`src/core/amc_pkg.sv`:
```
package amc_pkg;
  // Register byte addresses
  localparam logic [7:0] ADDR_FIRST_CFG = 8'h00;
  localparam logic [7:0] ADDR_SECOND_CFG = 8'h04;
  localparam logic [7:0] ADDR_STATUS = 8'h08;

  // first_config_reg fields
  localparam int FC_CM_EN_BIT = 0;
  localparam logic FC_CM_EN_RST = 1'b0;

  // second_config_reg layout, low bits of the word
  localparam int SC_WIDTH = 5;
  typedef struct packed {
    logic avg_five;
    logic ratio_b;
    logic cascade;
    logic standby_select;
    logic high_speed;
  } amc_cfg_t;
  localparam amc_cfg_t SC_RST = '{
    avg_five: 1'b0,
    ratio_b: 1'b0,
    cascade: 1'b0,
    standby_select: 1'b0,
    high_speed: 1'b1
  };

  // Status layout, low bits of the word
  localparam int ST_WIDTH = 4;
  typedef struct packed {
    logic released;
    logic converting;
    logic analog_undervoltage_flag;
    logic por_flag;
  } amc_stat_t;
  localparam int ST_POR_BIT = 0;
  localparam int ST_ALV_BIT = 1;

  // Filter ratios and timing
  localparam int RATIO_A = 26667;
  localparam int RATIO_B = 32000;
  localparam int MOD_DIV = 2;
  localparam int AVG_LOW = 3;
  localparam int AVG_HIGH = 5;
  localparam int STANDBY_EXIT_CYC = 24;
  localparam logic [1:0] READY_LOW_CYC = 2'h3;
  localparam int SPI_READY_CYC = 16;
  localparam int NUM_ANALOG_MON = 4;
endpackage

```
`src/core/amc_ctrl.sv`:
```
// Our own choices: the address map and register access over APB.
`timescale 1ns/1ps
module amc_ctrl #(
  parameter int RATIO_A = amc_pkg::RATIO_A,
  parameter int RATIO_B = amc_pkg::RATIO_B,
  parameter int MOD_DIV = amc_pkg::MOD_DIV,
  parameter int SPI_READY_CYC = amc_pkg::SPI_READY_CYC
) (
  input wire logic pclk,
  input wire logic presetn,
  input wire logic psel,
  input wire logic penable,
  input wire logic pwrite,
  input wire logic [7:0] paddr,
  input wire logic [31:0] pwdata,
  output logic [31:0] prdata,
  output logic pready,
  output logic pslverr,
  input wire logic digital_io_supply_ok,
  input wire logic digital_regulator_ok,
  input wire logic [amc_pkg::NUM_ANALOG_MON-1:0] analog_supply_ok,
  input wire logic start,
  output logic conversion_ready_n,
  output logic common_mode_output_enable,
  output logic high_speed_mode,
  output logic filter_active,
  output logic sampling_active
);
  // Conversion periods in master clocks; modulator runs at clock / MOD_DIV
  localparam int PER_A = MOD_DIV * RATIO_A;
  localparam int PER_B = MOD_DIV * RATIO_B;
  localparam int PER_B3 = PER_B * amc_pkg::AVG_LOW;
  localparam int PER_B5 = PER_B * amc_pkg::AVG_HIGH;
  localparam int CW = $clog2(PER_B5 + 1);

  // Each limit has its own message so a bad override is easy to trace
  if (RATIO_A < 2 || RATIO_B < 2) begin : g_bad_ratio
    $error("amc_ctrl: decimation ratios below 2 are not supported");
  end

  if (MOD_DIV < 1) begin : g_bad_div
    $error("amc_ctrl: modulator divider must be at least 1");
  end

  if (CW > 31) begin : g_bad_width
    $error("amc_ctrl: conversion period too long for the counter");
  end

  if (SPI_READY_CYC < 1 || SPI_READY_CYC > PER_B5) begin : g_bad_spi
    $error("amc_ctrl: interface ready delay out of range");
  end

  // Wake count shares the period counter, so it must fit in it
  if (amc_pkg::STANDBY_EXIT_CYC > PER_B5) begin : g_bad_wake
    $error("amc_ctrl: standby exit longer than any period");
  end

  typedef enum logic [2:0] {
    S_POR_WAIT,
    S_SPI_WAIT,
    S_STOPPED,
    S_WAKE,
    S_CONVERT
  } amc_state_t;

  amc_state_t state_r, state_nxt;
  logic [CW-1:0] cnt_r, cnt_nxt;
  logic [CW-1:0] period;
  logic [1:0] low_cnt_r;
  logic cm_en_r;
  amc_pkg::amc_cfg_t cfg_r;
  logic por_flag_r, analog_undervoltage_flag_r;
  logic conv_start, conv_done;
  logic supplies_ok, analog_low;
  logic [amc_pkg::NUM_ANALOG_MON-1:0] mon_low;
  logic wr_acc, setup;
  logic status_wr;
  logic hit_first;
  logic hit_second;
  logic hit_status;
  logic [31:0] rd_word;
  logic rd_err;
  amc_pkg::amc_stat_t stat;

  assign setup = psel && !penable;
  assign wr_acc = psel && penable && pready && pwrite;
  assign hit_first = (paddr == amc_pkg::ADDR_FIRST_CFG);
  assign hit_second = (paddr == amc_pkg::ADDR_SECOND_CFG);
  assign hit_status = (paddr == amc_pkg::ADDR_STATUS);
  assign status_wr = wr_acc && hit_status;
  assign supplies_ok = digital_io_supply_ok && digital_regulator_ok;

  // One low report per monitor; any single one is enough
  for (genvar m = 0; m < amc_pkg::NUM_ANALOG_MON; m++) begin : g_mon
    assign mon_low[m] = !analog_supply_ok[m];
  end
  // A digital I/O supply dip also sets the analog undervoltage flag
  assign analog_low = (|mon_low) || !digital_io_supply_ok;

  always_comb begin
    period = CW'(PER_A);
    if (cfg_r.cascade) begin
      period = cfg_r.avg_five ? CW'(PER_B5) : CW'(PER_B3);
    end else if (cfg_r.ratio_b) begin
      period = CW'(PER_B);
    end
  end

  always_comb begin
    state_nxt = state_r;
    cnt_nxt = cnt_r;
    conv_start = 1'b0;
    conv_done = 1'b0;
    case (state_r)
      S_POR_WAIT: begin
        cnt_nxt = '0;
        if (supplies_ok) begin
          state_nxt = S_SPI_WAIT;
        end
      end
      S_SPI_WAIT: begin
        cnt_nxt = cnt_r + CW'(1);
        if (cnt_r == CW'(SPI_READY_CYC - 1)) begin
          cnt_nxt = '0;
          if (start) begin
            state_nxt = S_CONVERT;
            conv_start = 1'b1;
          end else begin
            state_nxt = S_STOPPED;
          end
        end
      end
      S_STOPPED: begin
        cnt_nxt = '0;
        if (start) begin
          if (cfg_r.standby_select) begin
            state_nxt = S_WAKE;
          end else begin
            state_nxt = S_CONVERT;
            conv_start = 1'b1;
          end
        end
      end
      S_WAKE: begin
        cnt_nxt = cnt_r + CW'(1);
        if (cnt_r == CW'(amc_pkg::STANDBY_EXIT_CYC - 1)) begin
          state_nxt = S_CONVERT;
          cnt_nxt = '0;
          conv_start = 1'b1;
        end
      end
      S_CONVERT: begin
        cnt_nxt = cnt_r + CW'(1);
        if (cnt_r >= period - CW'(1)) begin
          conv_done = 1'b1;
          cnt_nxt = '0;
          // Ongoing conversion always finishes before a stop
          if (!start) begin
            state_nxt = S_STOPPED;
          end
        end
      end
      default: begin
        state_nxt = S_POR_WAIT;
        cnt_nxt = '0;
      end
    endcase
    // Losing a digital supply drops back to reset hold
    if (!supplies_ok) begin
      state_nxt = S_POR_WAIT;
      cnt_nxt = '0;
    end
  end

  // presetn (digital supply power-on) clears control state at once; a supply loss clears it at the next clock
  always_ff @(posedge pclk or negedge presetn) begin
    if (!presetn) begin
      state_r <= S_POR_WAIT;
    end else begin
      state_r <= state_nxt;
    end
  end

  always_ff @(posedge pclk or negedge presetn) begin
    if (!presetn) begin
      cnt_r <= '0;
    end else begin
      cnt_r <= cnt_nxt;
    end
  end

  always_ff @(posedge pclk or negedge presetn) begin
    if (!presetn) begin
      conversion_ready_n <= 1'b0;
      low_cnt_r <= 2'h0;
    end else if (state_r == S_SPI_WAIT && state_nxt != S_SPI_WAIT) begin
      conversion_ready_n <= 1'b1;
      low_cnt_r <= 2'h0;
    end else if (conv_start) begin
      conversion_ready_n <= 1'b1;
      low_cnt_r <= 2'h0;
    end else if (conv_done) begin
      conversion_ready_n <= 1'b0;
      low_cnt_r <= amc_pkg::READY_LOW_CYC;
    end else if (low_cnt_r != 2'h0) begin
      low_cnt_r <= low_cnt_r - 2'h1;
      if (low_cnt_r == 2'h1) begin
        conversion_ready_n <= 1'b1;
      end
    end
  end

  always_ff @(posedge pclk or negedge presetn) begin
    if (!presetn) begin
      filter_active <= 1'b0;
    end else begin
      filter_active <= (state_nxt == S_CONVERT);
    end
  end

  always_ff @(posedge pclk or negedge presetn) begin
    if (!presetn) begin
      sampling_active <= 1'b0;
    end else begin
      case (state_nxt)
        S_CONVERT, S_WAKE: sampling_active <= 1'b1;
        // Idle keeps sampling; standby halts it
        S_STOPPED: sampling_active <= !cfg_r.standby_select;
        default: sampling_active <= 1'b0;
      endcase
    end
  end

  // Configuration registers; analog supplies never touch them
  always_ff @(posedge pclk or negedge presetn) begin
    if (!presetn) begin
      cm_en_r <= amc_pkg::FC_CM_EN_RST;
    end else if (wr_acc && hit_first) begin
      cm_en_r <= pwdata[amc_pkg::FC_CM_EN_BIT];
    end
  end

  always_ff @(posedge pclk or negedge presetn) begin
    if (!presetn) begin
      cfg_r <= amc_pkg::SC_RST;
    end else if (wr_acc && hit_second) begin
      cfg_r <= amc_pkg::amc_cfg_t'(pwdata[amc_pkg::SC_WIDTH-1:0]);
    end
  end

  always_ff @(posedge pclk or negedge presetn) begin
    if (!presetn) begin
      common_mode_output_enable <= amc_pkg::FC_CM_EN_RST;
    end else begin
      common_mode_output_enable <= cm_en_r;
    end
  end

  always_ff @(posedge pclk or negedge presetn) begin
    if (!presetn) begin
      high_speed_mode <= amc_pkg::SC_RST.high_speed;
    end else begin
      high_speed_mode <= cfg_r.high_speed;
    end
  end

  // Sticky flags: presetn sets the POR flag; the analog set term is last so it wins over a clear
  always_ff @(posedge pclk or negedge presetn) begin
    if (!presetn) begin
      por_flag_r <= 1'b1;
    end else if (status_wr && pwdata[amc_pkg::ST_POR_BIT]) begin
      por_flag_r <= 1'b0;
    end
  end

  always_ff @(posedge pclk or negedge presetn) begin
    if (!presetn) begin
      analog_undervoltage_flag_r <= 1'b1;
    end else begin
      if (status_wr && pwdata[amc_pkg::ST_ALV_BIT]) begin
        analog_undervoltage_flag_r <= 1'b0;
      end
      if (analog_low) begin
        analog_undervoltage_flag_r <= 1'b1;
      end
    end
  end

  always_comb begin
    stat.por_flag = por_flag_r;
    stat.analog_undervoltage_flag = analog_undervoltage_flag_r;
    stat.converting = (state_r == S_CONVERT) || (state_r == S_WAKE);
    stat.released = (state_r != S_POR_WAIT) && (state_r != S_SPI_WAIT);
  end

  // Unused bits read zero; an unmapped address reads zero with an error
  always_comb begin
    rd_word = 32'h0000_0000;
    rd_err = 1'b0;
    if (hit_first) begin
      rd_word[amc_pkg::FC_CM_EN_BIT] = cm_en_r;
    end else if (hit_second) begin
      rd_word[amc_pkg::SC_WIDTH-1:0] = cfg_r;
    end else if (hit_status) begin
      rd_word[amc_pkg::ST_WIDTH-1:0] = stat;
    end else begin
      rd_err = 1'b1;
    end
  end

  // One wait-free access phase; data captured at setup
  always_ff @(posedge pclk or negedge presetn) begin
    if (!presetn) begin
      pready <= 1'b0;
      pslverr <= 1'b0;
      prdata <= 32'h0000_0000;
    end else begin
      pready <= setup;
      pslverr <= setup && rd_err;
      if (setup) begin
        prdata <= rd_word;
      end
    end
  end
endmodule

```
`config.mk`:
```
export PLATFORM = sky130hd
export DESIGN_NAME = amc_ctrl
export DESIGN_NICKNAME = d
export VERILOG_FILES = /design/src/core/amc_pkg.sv /design/src/core/amc_ctrl.sv
export SDC_FILE = /design/constraint.sdc
export NUM_CORES = 1
export LEC_CHECK = 0
export BUFFER_PORTS_ARGS = -buffer_cell sky130_fd_sc_hd__buf_4
export CAP_MARGIN = 15
export CORE_ASPECT_RATIO = 0.75
export CORE_MARGIN = 2
export CORE_UTILIZATION = 45
export CTS_CLUSTER_SIZE = 28
export DETAILED_ROUTE_END_ITERATION = 8
export GPL_TIMING_DRIVEN = 0
export MAX_ROUTING_LAYER = met4
export PLACE_DENSITY = 0.76
export RECOVER_POWER = 25
export SETUP_SLACK_MARGIN = 0.15
export SLEW_MARGIN = 20
export SYNTH_ARGS = -nofsm -noshare
export SYNTH_HDL_FRONTEND = slang
export SYNTH_SLANG_ARGS = --single-unit
export TNS_END_PERCENT = 5
```
`constraint.sdc`:
```
create_clock -name pclk -period 5.7 [get_ports pclk]
set_clock_uncertainty 0.05 [all_clocks]
set_input_delay 1.14 -clock pclk [delete_from_list [all_inputs] [get_ports pclk]]
set_output_delay 1.14 -clock pclk [all_outputs]
set_load 0.1 [all_outputs]
```
==> impl_metrics.env <==
export IMPL_outcome="finished, violations left"
export IMPL_violations="max-capacitance violations, max-slew violations"
export IMPL_fp_dieW_um=96.3
export IMPL_power_share_clock_pct=28.8
export IMPL_power_density_nw_per_um2=205
export IMPL_timing_rr_end="cnt_r[17]$_DFF_PN0_"
export IMPL_maxCapViolCount=1
export IMPL_grt_pass1_wl_um=10200
export IMPL_grt_overflow=0
export IMPL_synth_avg_cell_area_um2=9.43
export IMPL_synthTopCellsByArea="dfrtp_1 35%, ha_1 7.8%, buf_4 7.0%"
export IMPL_slowest_stage="dfrtp_1"
export IMPL_seqPwrFrac_pct=46.6
export IMPL_cts_tree="yes"
export IMPL_numClockSinks=44
export IMPL_dr_max_layer_used="met4"
export IMPL_cpPeakStageDelay_ps=460
export IMPL_cts_resized=0
export IMPL_worst_r2r_setup_slack_ps=2630
export IMPL_p_int_w=0.000467
export IMPL_cp_depth=11
export IMPL_final_period_utilization_pct=53.8
export IMPL_drt_total_wl_um=6280
export IMPL_critPathCaptureType="flop"
export IMPL_root_buffer="clkbuf_8"
export IMPL_syn2layout_area_growth_pct=19.4
export IMPL_boundaryPins=91
export IMPL_clock_fmax_mhz=326
export IMPL_vdd_drop_max_mv=0.0814
export IMPL_clk_latency_ps=290
export IMPL_grt_pass1_vias=2227
export IMPL_drc=0
export IMPL_critPathKind="flop to flop"
export IMPL_dieArea_um2=7050
export IMPL_cp_arrival_ps=3230
export IMPL_holdPathEnd="high_speed_mode$_DFF_PN1_"
export IMPL_hold_violations=0
export IMPL_drive_gt1_share_pct=24.2
export IMPL_synth_seq_cells=44
export IMPL_grt_max_degree=45
export IMPL_ant_nets=0
export IMPL_hold_depth=0
export IMPL_placed_cell_area_um2=3350
export IMPL_switching_share_pct=33.6
export IMPL_wl_met3_um=474
export IMPL_max_slew_margin_rel_pct=-59.7
export IMPL_p_leak_nw=1.60
export IMPL_hold_start="cfg_r[0]$_DFFE_PN1P_"
export IMPL_setup_violations=0
export IMPL_yosys_warnings=0
export IMPL_path_clk_slew_ps=80
export IMPL_pwr_share_comb_pct=24.6
export IMPL_placementRows=25
export IMPL_synth_distinct_cells=54
export IMPL_wl_met2_um=2820
export IMPL_start_util_pct=46.0
export IMPL_reg2regPathDepth=11
export IMPL_setup_tns_ps=0
export IMPL_dpl_hpwl_um=4940
export IMPL_crit_fanout=10
export IMPL_min_period_ps=3070
export IMPL_crit_chain="nor2_1, inv_1, ha_1, xor2_1, ha_1, a21oi_1, o21ai_0, a221oi_2, nand4_1, buf_2, a21oi_1"
export IMPL_met1_length_um=2940
export IMPL_die_y_um=73.2
export IMPL_seq_area_frac_synth_pct=38.5
export IMPL_viasPerCell=5.20
export IMPL_cp_num_buf_inv=2
export IMPL_synthArstFlopShare_pct=100
export IMPL_diodes=0
export IMPL_grt_usage_pct=19.3
export IMPL_reg2reg_from="cfg_r[2]$_DFFE_PN0P_"
export IMPL_route_detailed_wl_per_inst_um=13.7
export IMPL_ys_flop_type="dfrtp_1"
export IMPL_cp_top_family="compound AO/OA/AOI/OAI gates"
export IMPL_worstMarginPinSlew_ps=2400
export IMPL_report_final_slew_viol_count=45
export IMPL_place_port_buffers=36
export IMPL_holdBufCountCts=0
export IMPL_clock_path_buffers=2
export IMPL_via_count=2378
export IMPL_place_congestion=0.914
export IMPL_p_sw_w=0.000236
export IMPL_utilization_pct=54.9
export IMPL_finalNetCount=445
export IMPL_grt_setup_unrepaired="no"
export IMPL_synth_top_area_share_pct=34.8
export IMPL_crit_path_start_kind="flop"
export IMPL_design_area_um2=3440
export IMPL_hold_class="flop to flop"
export IMPL_synth_top_area_cell="dfrtp_1"
export IMPL_synth_edff_count=0
export IMPL_netlist_area_um2=2880
export IMPL_dr_pass1_iters=4
export IMPL_numCtsBuffers=5
export IMPL_antenna_found_initial=0
export IMPL_cts_setup_buffers=0
export IMPL_drtIter0Drc=121
export IMPL_htreeDepth=2
export IMPL_core_um2=6260
export IMPL_synth_cells=305
export IMPL_required_ps=5860
==> cell usage in the layout, fill, tap and decap left out, types with 3 or more instances in the layout <==
cell / Yosys / final
xnor2_1: 10 / 10
inv_1: 15 / 15
nor4_1: 4 / 4
buf_4: 27 / 62
nor2b_1: 4 / 4
nor2_1: 17 / 17
dfstp_2: 4 / 3
ha_1: 18 / 18
nor3_1: 8 / 8
nor3b_1: 3 / 3
nand2_1: 23 / 23
clkbuf_1: 2 / 5
mux2_2: 6 / 6
buf_2: 4 / 4
nand4_1: 8 / 8
a21oi_1: 30 / 30
conb_1: 1 / 28
dfrtp_1: 40 / 40
clkbuf_8: 0 / 6
nand3_1: 18 / 18
xor2_1: 9 / 9
a21boi_0: 3 / 3
o21ai_0: 9 / 9
==> cells in the mapped netlist (all sizes together) (2+ instances only) <==
cell type,number
a221o,2
clkbuf,2
and2,2
a21boi,3
nor2b,4
dfstp,4
a21oi,30
ha,18
mux2,6
a31oi,2
and3,2
nor3b,3
o21ai,9
a22o,2
nand2,23
nand3,19
dfrtp,40
nand4,8
xor2,9
o21a,2
a21o,2
nor4,7
nor2,17
nand3b,2
inv,15
xnor2,10
a22oi,2
nor3,8
buf,32
==> per-stage QoR <==
| step | hold WS, ps | power, W | cells | worst slack, ps |
|---|---|---|---|---|
| after floorplan | 309 | 0.000473 | 332 | 3140 |
| after CTS | 328 | 0.000710 | 457 | 2650 |
| final | 338 | 0.000703 | 457 | 2630 |
| after detailed placement | 317 | 0.000508 | 449 | 2670 |
| after global placement | 317 | 0.000503 | 449 | 2730 |
| after global routing | 351 | 0.000734 | 457 | 2270 |
==> layer usage <==
metal	GRT usage, %	vias up
li1	-	1178
met1	27.5	1122
met2	27.2	73
met3	4.96	5
met4	5.63	0
met5	-	-
==> sequential cells by signal, summed over array words and instances (netlist names), 2 cells and up <==
| signal | flops |
|---|---|
| cnt_r | 19 |
| cfg_r | 5 |
| prdata | 5 |
| state_r | 3 |
| low_cnt_r | 2 |
==> kinds of logic (layout without fill, tap and decap cells) <==
group / count (synthesis) / count (layout) / synth area share, %
AOI/OAI and AO/OA: 68 / 68 / 15.8
xor gates and xnor gates: 19 / 19 / 5.79
adders and majority gates: 18 / 18 / 7.83
buffers and inverters: 49 / 93 / 10.4
DFF: 44 / 44 / 38.5
muxes: 7 / 7 / 2.70
other: 1 / 28 / 0.130
and+or+nand+nor: 99 / 99 / 18.9
==> worst reg2reg max path, delay by kind of cell (launching register included) <==
kind	cells	cell delay, ps
XOR/XNOR	1	160
buffers and inverters	2	390
AO/OA/AOI/OAI	4	740
adder cells (fa/ha/maj)	2	510
AND/OR/NAND/NOR	2	680
flip-flops	1	460
==> power by group through the flow <==
| stage | clock, W | combinational, W | sequential [W] |
|---|---|---|---|
| 2_1_floorplan | 0 | 0.000134 | 0.000339 |
| 3_3_place_gp | 0 | 0.000169 | 0.000333 |
| 3_5_place_dp | 0 | 0.000174 | 0.000334 |
| 4_1_cts | 0.000208 | 0.000174 | 0.000328 |
| 5_1_grt | 0.000220 | 0.000185 | 0.000329 |
| 6_report | 0.000202 | 0.000173 | 0.000328 |
==> cell type report <==
type | instances | area (um2)
buffer | 34 | 241
sequential | 44 | 1110
multi-input combinational | 239 | 1570
inverter | 15 | 56.3
tap | 81 | 101
clock buffer | 8 | 90.1
fill | 588 | 2820
timing repair buffer | 36 | 267
==> worst max-delay path by stage <==
stage / start / to / slack [ps]
CTS: cfg_r[2]$_DFFE_PN0P_ / cnt_r[16]$_DFF_PN0_ / 2650
floorplan: cfg_r[2]$_DFFE_PN0P_ / cnt_r[0]$_DFF_PN0_ / 3140
detailed placement: cfg_r[2]$_DFFE_PN0P_ / cnt_r[16]$_DFF_PN0_ / 2670
finish: cfg_r[2]$_DFFE_PN0P_ / cnt_r[17]$_DFF_PN0_ / 2630
global route: presetn / cnt_r[17]$_DFF_PN0_ / 2270
global placement: cfg_r[2]$_DFFE_PN0P_ / sampling_active$_DFF_PN0_ / 2730
Power figures use the tool's default switching activity.
